**src/ahr_pkg.sv**
```systemverilog
/*
  package for the alarm hysteresis relay block: register offsets, field
  layouts and sizes shared by the register slave and the
  alarm evaluation cell.
  assumes: a single 20 mhz clock domain, axi4-lite 32-bit data.
*/
package ahr_pkg;
  localparam int unsigned AHR_NUM_ALARMS = 8;   // alarm slots
  localparam int unsigned AHR_NUM_RELAYS = 8;   // two internal plus module
  localparam int unsigned AHR_NUM_CHANS  = 8;   // monitored channels
  localparam int unsigned AHR_VAL_W      = 16;  // signed channel value width
  localparam int unsigned AHR_CH_W       = 3;
  localparam int unsigned AHR_RLY_W      = 3;
  localparam int unsigned AHR_ADDR_W     = 8;
  // global registers
  localparam logic [7:0] AHR_OFS_CTRL    = 8'h00; // bit0 module fitted
  localparam logic [7:0] AHR_OFS_ACTIVE  = 8'h04; // active alarm list, ro
  localparam logic [7:0] AHR_OFS_RELAY   = 8'h08; // relay outputs, ro
  localparam logic [7:0] AHR_OFS_FLASH   = 8'h0c; // per channel flash, ro
  localparam logic [7:0] AHR_OFS_IRQ_ST  = 8'h10; // sticky status, ro
  localparam logic [7:0] AHR_OFS_IRQ_EN  = 8'h14; // interrupt enable
  localparam logic [7:0] AHR_OFS_IRQ_CLR = 8'h18; // write one to clear
  localparam logic [7:0] AHR_OFS_SAMPLE  = 8'h1c; // sample write, wo
  localparam logic [7:0] AHR_OFS_DISMISS = 8'h20; // dismiss flags
  // per alarm: config at 0x40 + 8*n, limits at 0x44 + 8*n
  localparam logic [7:0] AHR_OFS_ACFG    = 8'h40;
  localparam logic [7:0] AHR_OFS_ALIM    = 8'h44;
  localparam int unsigned AHR_SLOT_SH    = 3;     // 8 bytes per alarm
  // config fields
  localparam int unsigned AHR_CFG_EN     = 0;
  localparam int unsigned AHR_CFG_DOWN   = 1;
  localparam int unsigned AHR_CFG_CH_LO  = 4;
  localparam int unsigned AHR_CFG_RLY_LO = 8;
  // limits fields: threshold low half, hysteresis high half
  localparam int unsigned AHR_LIM_HYS_LO = 16;
  // sample write fields: value low half, channel at bit 16
  localparam int unsigned AHR_SMP_CH_LO  = 16;
  localparam int unsigned AHR_CTRL_MOD   = 0;
  localparam logic [7:0]  AHR_INT_RELAYS = 8'h03; // relays h and i only
  localparam logic [1:0]  AHR_RESP_OKAY  = 2'b00;
  localparam logic [1:0]  AHR_RESP_SLVERR = 2'b10;
endpackage

```
**src/ahr_alarm_cell.sv**
```systemverilog
/*
  one alarm slot: compares the channel value against its threshold with
  hysteresis and holds the alarm state between the two levels.
  assumes: sample strobe from the same clock, signed values.
*/
`timescale 1ns/1ps
module ahr_alarm_cell
  import ahr_pkg::*;
(
  input  wire logic                        clock,
  input  wire logic                        arst_n,
  input  wire logic                        enable,      // slot in use
  input  wire logic                        dir_down,    // lower limit
  input  wire logic signed [AHR_VAL_W-1:0] threshold,
  input  wire logic        [AHR_VAL_W-1:0] hysteresis,
  input  wire logic                        sample_stb,  // new sample here
  input  wire logic signed [AHR_VAL_W-1:0] sample_val,
  output logic                             active
);
  logic                     active_q;
  logic                     active_d;
  logic signed [AHR_VAL_W+1:0] val_x;   // widened to avoid overflow
  logic signed [AHR_VAL_W+1:0] thr_x;
  logic signed [AHR_VAL_W+1:0] rel_up;  // up release level
  logic signed [AHR_VAL_W+1:0] rel_dn;  // down release level
  logic                     set_up;
  logic                     clr_up;
  logic                     set_dn;
  logic                     clr_dn;

  assign val_x  = (AHR_VAL_W+2)'(sample_val);
  assign thr_x  = (AHR_VAL_W+2)'(threshold);
  assign rel_up = thr_x - $signed({2'b00, hysteresis});
  assign rel_dn = thr_x + $signed({2'b00, hysteresis});
  assign set_up = val_x > thr_x;
  assign clr_up = val_x < rel_up;
  assign set_dn = val_x < thr_x;
  assign clr_dn = val_x > rel_dn;

  // next state: set, release, or hold inside the band
  always_comb begin
    active_d = active_q;
    if (!enable) begin
      active_d = 1'b0;
    end else if (sample_stb) begin
      if (dir_down) begin
        if (set_dn) active_d = 1'b1;
        else if (clr_dn) active_d = 1'b0;
      end else begin
        if (set_up) active_d = 1'b1;
        else if (clr_up) active_d = 1'b0;
      end
    end
  end

  // alarm state register
  always_ff @(posedge clock or negedge arst_n) begin
    if (!arst_n) active_q <= 1'b0;
    else active_q <= active_d;
  end

  assign active = active_q;
endmodule

```
**src/ahr_top.sv**
```systemverilog
/*
  alarm hysteresis relay block: eight alarm slots with threshold and
  hysteresis, relay routing with dismiss, flash per channel, active
  alarm list, interrupt on alarm set, axi4-lite register slave.
  assumes: channel samples arrive as register writes or on the sample
  port from logic on the same clock; relay outputs drive relay drivers.
*/
// Function
// - up alarm sets above threshold
// - up alarm clears below threshold minus hysteresis
// - down alarm sets below threshold
// - down alarm clears above threshold plus hysteresis
// - each alarm selects one relay output
// - active alarm flashes its channel value
// - active alarm energises its assigned relay
// - active list drops alarms once inactive
// - dismissed alarm no longer drives relay
// - up to eight relays with module fitted
`timescale 1ns/1ps
module ahr_top
  import ahr_pkg::*;
(
  input  wire logic                        clock,
  input  wire logic                        arst_n,
  // sample port from the acquisition logic
  input  wire logic                        smp_valid,
  input  wire logic        [AHR_CH_W-1:0]  smp_chan,
  input  wire logic signed [AHR_VAL_W-1:0] smp_value,
  // axi4-lite slave
  input  wire logic [AHR_ADDR_W-1:0]       s_axi_awaddr,
  input  wire logic                        s_axi_awvalid,
  output logic                             s_axi_awready,
  input  wire logic [31:0]                 s_axi_wdata,
  input  wire logic [3:0]                  s_axi_wstrb,
  input  wire logic                        s_axi_wvalid,
  output logic                             s_axi_wready,
  output logic [1:0]                       s_axi_bresp,
  output logic                             s_axi_bvalid,
  input  wire logic                        s_axi_bready,
  input  wire logic [AHR_ADDR_W-1:0]       s_axi_araddr,
  input  wire logic                        s_axi_arvalid,
  output logic                             s_axi_arready,
  output logic [31:0]                      s_axi_rdata,
  output logic [1:0]                       s_axi_rresp,
  output logic                             s_axi_rvalid,
  input  wire logic                        s_axi_rready,
  // outputs
  output logic [AHR_NUM_RELAYS-1:0]        relay_out,   // relay coils
  output logic [AHR_NUM_CHANS-1:0]         flash_out,   // value flashing
  output logic                             irq
);
  localparam int N = AHR_NUM_ALARMS;

  // register state
  logic [N-1:0][15:0]        cfg_q;      // per alarm config
  logic [N-1:0][31:0]        lim_q;      // per alarm limits
  logic                      modfit_q;   // relay module fitted
  logic [N-1:0]              dismiss_q;  // dismiss flags
  logic [N-1:0]              irq_st_q;   // sticky alarm-set events
  logic [N-1:0]              irq_en_q;
  logic [N-1:0]              act_prev_q; // for rising edge events
  logic [AHR_NUM_RELAYS-1:0] relay_q;
  logic [AHR_NUM_CHANS-1:0]  flash_q;
  logic [N-1:0]              active;     // from the cells

  // sample selection: register write or port, port wins a tie
  logic                        reg_smp_stb;
  logic                        smp_stb;
  logic [AHR_CH_W-1:0]         smp_ch;
  logic signed [AHR_VAL_W-1:0] smp_v;

  // write channel capture, address and data may come in either order
  logic                  aw_have_q;
  logic                  w_have_q;
  logic [AHR_ADDR_W-1:0] aw_q;
  logic [31:0]           wd_q;
  logic [3:0]            ws_q;
  logic                  wr_go;
  logic [AHR_ADDR_W-1:0] wa;
  logic [31:0]           wmask;
  logic [31:0]           wdm;       // write data masked by byte enable

  assign s_axi_awready = !aw_have_q && !s_axi_bvalid;
  assign s_axi_wready  = !w_have_q && !s_axi_bvalid;
  assign wr_go         = aw_have_q && w_have_q && !s_axi_bvalid;
  assign wa            = aw_q;
  assign wmask = {{8{ws_q[3]}}, {8{ws_q[2]}}, {8{ws_q[1]}}, {8{ws_q[0]}}};

  // write decode
  logic         wa_slot;        // address inside alarm slot window
  logic [2:0]   wa_idx;
  logic         wa_cfg;
  logic         wa_lim;
  logic         wa_hit;
  // slot window is 0x40..0x7f only, so higher words do not alias slots
  assign wa_slot = wa[AHR_ADDR_W-1:AHR_SLOT_SH+3]
                   == AHR_OFS_ACFG[AHR_ADDR_W-1:AHR_SLOT_SH+3];
  assign wa_idx  = wa[AHR_SLOT_SH+2:AHR_SLOT_SH];
  assign wa_cfg  = wa_slot && wa[2] == AHR_OFS_ACFG[2];
  assign wa_lim  = wa_slot && wa[2] == AHR_OFS_ALIM[2];
  assign wa_hit  = (wa[1:0] == 2'b00) && (wa_slot
                 || wa == AHR_OFS_CTRL || wa == AHR_OFS_IRQ_EN
                 || wa == AHR_OFS_IRQ_CLR || wa == AHR_OFS_SAMPLE
                 || wa == AHR_OFS_DISMISS || wa == AHR_OFS_ACTIVE
                 || wa == AHR_OFS_RELAY || wa == AHR_OFS_FLASH
                 || wa == AHR_OFS_IRQ_ST);

  assign reg_smp_stb = wr_go && wa == AHR_OFS_SAMPLE;
  assign smp_stb = smp_valid || reg_smp_stb;
  assign smp_ch  = smp_valid ? smp_chan
                 : wd_q[AHR_SMP_CH_LO +: AHR_CH_W];
  assign smp_v   = smp_valid ? smp_value : wd_q[AHR_VAL_W-1:0];

  // capture of write address and write data
  always_ff @(posedge clock or negedge arst_n) begin
    if (!arst_n) begin
      aw_have_q <= 1'b0;
      w_have_q  <= 1'b0;
      aw_q      <= '0;
      wd_q      <= '0;
      ws_q      <= '0;
    end else begin
      if (s_axi_awvalid && s_axi_awready) begin
        aw_have_q <= 1'b1;
        aw_q      <= s_axi_awaddr;
      end else if (wr_go) begin
        aw_have_q <= 1'b0;
      end
      if (s_axi_wvalid && s_axi_wready) begin
        w_have_q <= 1'b1;
        wd_q     <= s_axi_wdata;
        ws_q     <= s_axi_wstrb;
      end else if (wr_go) begin
        w_have_q <= 1'b0;
      end
    end
  end

  // write response
  always_ff @(posedge clock or negedge arst_n) begin
    if (!arst_n) begin
      s_axi_bvalid <= 1'b0;
      s_axi_bresp  <= AHR_RESP_OKAY;
    end else if (wr_go) begin
      s_axi_bvalid <= 1'b1;
      s_axi_bresp  <= wa_hit ? AHR_RESP_OKAY : AHR_RESP_SLVERR;
    end else if (s_axi_bready) begin
      s_axi_bvalid <= 1'b0;
    end
  end

  // per alarm configuration, merged under byte enables
  always_ff @(posedge clock or negedge arst_n) begin
    if (!arst_n) begin
      cfg_q <= '0;
      lim_q <= '0;
    end else if (wr_go) begin
      if (wa_cfg)
        cfg_q[wa_idx] <= 16'((wd_q & wmask) | ({16'h0000, cfg_q[wa_idx]}
                         & ~wmask));
      if (wa_lim)
        lim_q[wa_idx] <= (wd_q & wmask) | (lim_q[wa_idx] & ~wmask);
    end
  end

  // global control, dismiss flags and interrupt enable
  assign wdm = wd_q & wmask;
  always_ff @(posedge clock or negedge arst_n) begin
    if (!arst_n) begin
      modfit_q  <= 1'b0;
      dismiss_q <= '0;
      irq_en_q  <= '0;
    end else begin
      if (wr_go && wa == AHR_OFS_CTRL && ws_q[0])
        modfit_q <= wd_q[AHR_CTRL_MOD];
      if (wr_go && wa == AHR_OFS_IRQ_EN && ws_q[0])
        irq_en_q <= wd_q[N-1:0];
      // a dismiss lapses once its alarm goes inactive
      if (wr_go && wa == AHR_OFS_DISMISS && ws_q[0])
        dismiss_q <= wd_q[N-1:0] & active;
      else
        dismiss_q <= dismiss_q & active;
    end
  end

  // alarm slots
  genvar g;
  generate
    for (g = 0; g < N; g++) begin : g_alarm
      ahr_alarm_cell u_cell (
        .clock      (clock),
        .arst_n     (arst_n),
        .enable     (cfg_q[g][AHR_CFG_EN]),
        .dir_down   (cfg_q[g][AHR_CFG_DOWN]),
        .threshold  (lim_q[g][AHR_VAL_W-1:0]),
        .hysteresis (lim_q[g][AHR_LIM_HYS_LO +: AHR_VAL_W]),
        .sample_stb (smp_stb && smp_ch ==
                     cfg_q[g][AHR_CFG_CH_LO +: AHR_CH_W]),
        .sample_val (smp_v),
        .active     (active[g])
      );
    end
  endgenerate

  // relay and flash mapping
  logic [AHR_NUM_RELAYS-1:0] relay_d;
  logic [AHR_NUM_RELAYS-1:0] relay_ok;  // relays present
  logic [AHR_NUM_CHANS-1:0]  flash_d;
  assign relay_ok = modfit_q ? '1 : AHR_INT_RELAYS;
  always_comb begin
    relay_d = '0;
    flash_d = '0;
    for (int i = 0; i < N; i++) begin
      if (active[i])
        flash_d[cfg_q[i][AHR_CFG_CH_LO +: AHR_CH_W]] = 1'b1;
      if (active[i] && !dismiss_q[i])
        relay_d[cfg_q[i][AHR_CFG_RLY_LO +: AHR_RLY_W]] = 1'b1;
    end
    relay_d = relay_d & relay_ok;
  end

  // registered outputs and interrupt events
  logic [N-1:0] irq_clr;
  logic [N-1:0] irq_set;
  assign irq_clr = (wr_go && wa == AHR_OFS_IRQ_CLR && ws_q[0])
                 ? wd_q[N-1:0] : '0;
  assign irq_set = active & ~act_prev_q;
  always_ff @(posedge clock or negedge arst_n) begin
    if (!arst_n) begin
      relay_q    <= '0;
      flash_q    <= '0;
      act_prev_q <= '0;
      irq_st_q   <= '0;
    end else begin
      relay_q    <= relay_d;
      flash_q    <= flash_d;
      act_prev_q <= active;
      irq_st_q   <= (irq_st_q & ~irq_clr) | irq_set;  // set wins
    end
  end
  assign relay_out = relay_q;
  assign flash_out = flash_q;
  assign irq       = |(irq_st_q & irq_en_q);

  // read channel
  logic [31:0] rd_d;
  logic        rd_hit;
  logic [2:0]  ra_idx;
  logic        ra_slot;
  assign ra_idx  = s_axi_araddr[AHR_SLOT_SH+2:AHR_SLOT_SH];
  assign ra_slot = s_axi_araddr[AHR_ADDR_W-1:AHR_SLOT_SH+3]
                   == AHR_OFS_ACFG[AHR_ADDR_W-1:AHR_SLOT_SH+3];
  assign s_axi_arready = !s_axi_rvalid;
  always_comb begin
    rd_d   = '0;
    rd_hit = s_axi_araddr[1:0] == 2'b00;
    if (ra_slot && s_axi_araddr[2] == AHR_OFS_ACFG[2])
      rd_d = {16'h0000, cfg_q[ra_idx]};
    else if (ra_slot)
      rd_d = lim_q[ra_idx];
    else begin
      unique case (s_axi_araddr)
        AHR_OFS_CTRL:    rd_d = {31'h0, modfit_q};
        AHR_OFS_ACTIVE:  rd_d = {24'h0, active};
        AHR_OFS_RELAY:   rd_d = {24'h0, relay_q};
        AHR_OFS_FLASH:   rd_d = {24'h0, flash_q};
        AHR_OFS_IRQ_ST:  rd_d = {24'h0, irq_st_q};
        AHR_OFS_IRQ_EN:  rd_d = {24'h0, irq_en_q};
        AHR_OFS_DISMISS: rd_d = {24'h0, dismiss_q};
        AHR_OFS_IRQ_CLR: rd_d = '0;   // write only
        AHR_OFS_SAMPLE:  rd_d = '0;   // write only
        default:         rd_hit = 1'b0;
      endcase
    end
  end

  // read data register
  always_ff @(posedge clock or negedge arst_n) begin
    if (!arst_n) begin
      s_axi_rvalid <= 1'b0;
      s_axi_rdata  <= '0;
      s_axi_rresp  <= AHR_RESP_OKAY;
    end else if (s_axi_arvalid && s_axi_arready) begin
      s_axi_rvalid <= 1'b1;
      s_axi_rdata  <= rd_d;
      s_axi_rresp  <= rd_hit ? AHR_RESP_OKAY : AHR_RESP_SLVERR;
    end else if (s_axi_rready) begin
      s_axi_rvalid <= 1'b0;
    end
  end
endmodule

```
**config.mk**
```make
export PLATFORM = sky130hd
export DESIGN_NAME = ahr_top
export DESIGN_NICKNAME = d
export VERILOG_FILES = /design/src/ahr_pkg.sv /design/src/ahr_alarm_cell.sv /design/src/ahr_top.sv
export SDC_FILE = /design/constraint.sdc
export NUM_CORES = 2
export LEC_CHECK = 0
export BUFFER_PORTS_ARGS = -buffer_cell sky130_fd_sc_hd__buf_2
export CORE_MARGIN = 2
export CORE_UTILIZATION = 56
export DETAILED_ROUTE_END_ITERATION = 12
export GPL_TIMING_DRIVEN = 0
export PLACE_DENSITY_LB_ADDON = 0.3
export SKIP_LAST_GASP = 1
export SYNTH_ARGS = -nofsm -noshare
export SYNTH_HDL_FRONTEND = slang
export SYNTH_SLANG_ARGS = --single-unit
```
**constraint.sdc**
```tcl
create_clock -name clock -period 5.6 [get_ports clock]
set_clock_uncertainty 0.2 [all_clocks]
set_input_delay 0.56 -clock clock [delete_from_list [all_inputs] [get_ports clock]]
set_output_delay 0.56 -clock clock [all_outputs]
set_load 0.02 [all_outputs]
```
==> metrics <==
Initial DRC Count 6342; worst setup margin 20.0 ps; initial antenna violation count 34; Antenna Nets Post-Route 0; Overall Global Routing Usage 50.0%; clock-pin slew on the worst setup and hold paths 60 ps; number of maximum-capacitance constraint violations 9; final number of hold-violating endpoints 0; TritonCTS clock tree done; Worst Setup SP lim_q[65]$_DFFE_PN0P_; core box area 87200 um2; number of synthesized flops with an enable pin 0; library cell occupying the most area in the post-synthesis netlist sky130_fd_sc_hd__dfrtp_1; cell with the most instances after synthesis sky130_fd_sc_hd__ha_1; Die Span X 301 um; number of clock buffers inserted by TritonCTS 58; root buffer cell sky130_fd_sc_hd__clkbuf_16; count of cell types in the netlist 83; share of final-layout standard cells stronger than drive strength 1 16.8%; final net count 6258; number of max-slew violations in the final report 142; synthesized instance count 5232; number of port buffers 132; number of design rule violations left after detail routing 0; count of boundary I/O pins 137; required time at the worst-slack endpoint 5920 ps; WL per Instance 34.4 um; fraction of synthesis flops using an asynchronous set or reset pin 100%; via count of the first global-routing pass 44000; Main synth FF type sky130_fd_sc_hd__dfrtp_1; synthesized cell area 49400 um2; max-slew headroom at the worst pin -6.15%; maximum frequency from static timing analysis 0.179 GHz; Post-Place Setup Slack -783 ps; DRT Pass-1 Iters 9; status complete, but fails checks; starting density of the core 56.7%; Hold Path Cell Cnt 3; top post-synthesis cells by area sky130_fd_sc_hd__dfrtp_1 26%, sky130_fd_sc_hd__ha_1 17%, sky130_fd_sc_hd__mux2_2 9.9%, sky130_fd_sc_hd__mux4_2 5.4%, sky130_fd_sc_hd__xnor2_1 3.5%; Worst Setup End Kind flop; startpoint of the most critical hold path s_axi_wdata[29]; y dimension of the die 301 um; CTS H-tree lvls 2; Reg2Reg Depth 17; Arr. time, crit path 5900 ps; synthesized flop and latch total 523; clk buf depth 3; number of filler instances in the final layout 7323; class of the tightest hold or removal check in -> reg; Area Growth Syn to Fin 10.5%; Die Footprint 90700 um2; average size of a mapped cell 9.45 um2; final setup fails 0; Sinks on Clock Net 523; vias per inst 7.08; worst-skew pair later-pin latency 680 ps; largest fanout on the critical path 7; Startpoint Class flop; total grt overflow 0; sequential area share after synthesis 26.5%; area share of the largest cell type after synthesis 26.5%; placed wire-length estimate 175000 um; leading post-synthesis cells by instance count 672 x sky130_fd_sc_hd__ha_1, 523 x sky130_fd_sc_hd__dfrtp_1, 433 x sky130_fd_sc_hd__mux2_2, 425 x sky130_fd_sc_hd__inv_1, 336 x sky130_fd_sc_hd__nor2_1; global placement routability congestion 1.07; worst r2r src lim_q[65]$_DFFE_PN0P_; measured slew at the worst slew-check pin 1590 ps; failing checks max-capacitance violations, max-slew violations; sum of routed wire length over all layers 231000 um; Final min period 5580 ps; YS warnings 0; Final period util 99.6%; number of vias after detailed routing 47500; standard-cell row count 108; Setup Crit Path Kind reg -> reg; first-pass GRT wire length 321000 um; pin count of the biggest net entering global routing 121
## critical path: stages, from the launching register on
cell and delay, ps:
sky130_fd_sc_hd__dfrtp_1 710, sky130_fd_sc_hd__ha_1 360, sky130_fd_sc_hd__nor2b_1 170, sky130_fd_sc_hd__o311ai_0 210
sky130_fd_sc_hd__a21oi_1 310, sky130_fd_sc_hd__a21boi_1 190, sky130_fd_sc_hd__o41a_1 370, sky130_fd_sc_hd__a21oi_2 240
sky130_fd_sc_hd__nor2_1 100, sky130_fd_sc_hd__a311oi_2 320, sky130_fd_sc_hd__ha_1 330, sky130_fd_sc_hd__nand4_1 240
sky130_fd_sc_hd__nor4_4 90, sky130_fd_sc_hd__o31a_1 150, sky130_fd_sc_hd__nor4_1 420, sky130_fd_sc_hd__mux2i_1 190
sky130_fd_sc_hd__a221oi_4 630, sky130_fd_sc_hd__a221oi_1 170
## placed cells by master, fill, tap and decap left out, types with 22 or more instances in the layout
cell	synthesis	layout
sky130_fd_sc_hd__or2_2	22	22
sky130_fd_sc_hd__mux2_2	433	432
sky130_fd_sc_hd__a211oi_1	56	54
sky130_fd_sc_hd__clkbuf_1	178	191
sky130_fd_sc_hd__o22ai_1	43	43
sky130_fd_sc_hd__nand4_1	88	88
sky130_fd_sc_hd__or3_1	47	47
sky130_fd_sc_hd__a2111oi_0	31	29
sky130_fd_sc_hd__nand2_1	255	255
sky130_fd_sc_hd__clkbuf_16	0	59
sky130_fd_sc_hd__mux2i_1	83	83
sky130_fd_sc_hd__a22oi_1	46	46
sky130_fd_sc_hd__nand3_1	58	58
sky130_fd_sc_hd__o31ai_1	57	57
sky130_fd_sc_hd__ha_1	672	672
sky130_fd_sc_hd__a221oi_1	46	44
sky130_fd_sc_hd__buf_2	38	169
sky130_fd_sc_hd__nor2b_1	82	82
sky130_fd_sc_hd__diode_2	0	22
sky130_fd_sc_hd__xnor2_1	199	199
sky130_fd_sc_hd__o21ai_0	226	225
sky130_fd_sc_hd__dfrtp_1	523	513
sky130_fd_sc_hd__dlygate4sd3_1	0	45
sky130_fd_sc_hd__xor2_1	47	47
sky130_fd_sc_hd__o211ai_1	46	46
sky130_fd_sc_hd__nor2_1	336	331
sky130_fd_sc_hd__and3_1	27	27
sky130_fd_sc_hd__inv_1	425	425
sky130_fd_sc_hd__a21o_1	69	69
sky130_fd_sc_hd__nor4_1	27	24
sky130_fd_sc_hd__a21oi_1	324	315
sky130_fd_sc_hd__mux4_2	119	119
sky130_fd_sc_hd__a22o_1	35	35
sky130_fd_sc_hd__o21a_1	30	30
sky130_fd_sc_hd__a211o_1	23	23
sky130_fd_sc_hd__nand2b_1	92	92
sky130_fd_sc_hd__a31oi_1	37	34
sky130_fd_sc_hd__o21bai_1	39	39
sky130_fd_sc_hd__nor3_1	98	97
## cell type report
type	count	area, um2	area share [%]
Multi-Input combinational cell	4043	34000	62.2
Timing Repair Buffer	198	1450	2.66
Inverter	430	1610	2.95
Tap cell	1155	1450	2.64
Sequential cell	523	13100	24.0
Buffer	237	957	1.75
Antenna cell	22	55.1	0.101
Clock inverter	29	399	0.730
Clock buffer	80	1630	2.97
## path summary, 6_finish.rpt
check / end / slack, ps
max: g_alarm[2].u_cell.active$_DFFE_PN0P_ / 20
min: wd_q[29]$_DFFE_PN0P_ / 10
max reg2reg: g_alarm[2].u_cell.active$_DFFE_PN0P_ / 20
min reg2reg: act_prev_q[7]$_DFF_PN0_ / 200
max in group asynchronous: lim_q[246]$_DFFE_PN0P_ / 2650
min in group asynchronous: irq_en_q[6]$_DFFE_PN0P_ / 360
## logic make-up (layout without fill, tap and decap cells)
| logic type | Yosys count | count (layout) | synth area share [%] |
|---|---|---|---|
| simple gates | 1207 | 1207 | 12.1 |
| compound gates | 1262 | 1262 | 17.1 |
| flops | 523 | 523 | 26.5 |
| other cells | 1 | 24 | 0.00759 |
| fa+ha+maj | 688 | 688 | 17.7 |
| buf+inv | 667 | 974 | 5.20 |
| xor+xnor | 246 | 246 | 4.36 |
| mux | 638 | 638 | 17.1 |
## sequential cells by signal, summed over array words and instances, names as in the netlist
name	count
modfit_q	1
s_axi_bvalid	1
w_have_q	1
s_axi_rresp	1
aw_q	8
aw_have_q	1
flash_out	8
cfg_q	128
irq_en_q	8
s_axi_bresp	1
lim_q	256
relay_out	8
wd_q	32
g_alarm.u_cell.active	8
irq_st_q	8
s_axi_rdata	32
act_prev_q	8
ws_q	4
s_axi_rvalid	1
dismiss_q	8
## timing repair
item,CTS,global route
buffers inserted,0,2
pin swaps,0,4
hold endpoints to repair,148,0
hold buffers,45,0
gates resized for setup,4,26
endpoints found under the setup margin,2,11
## through the flow
step	util [%]	TNS (ps)	area (um2)	cells	hold WS [ps]
floorplan	-	0	49400	5233	64.4
global route	62.6	-28.9	54600	6696	62.0
CTS	62.5	-81.4	54400	6692	4.20
detailed placement	59.6	-1200	51900	6538	180
global placement	59.1	-3673660	51500	6520	163
finish	62.7	0	54600	6717	12.0
## routing by layer
layer | GRT usage, % | share of wire [%] | vias up | wire, um
met1 | 64.7 | 38 | 23500 | 88500
met3 | 19.8 | 14 | 809 | 32600
li1 | - | - | 19900 | -
met4 | 32.1 | 7.6 | 16 | 17600
met5 | 0 | 0.051 | - | 119
met2 | 68.9 | 40 | 3340 | 92200
Power is not shown: default switching activity piles up to over one toggle a cycle in this logic, so the estimate is an artifact.
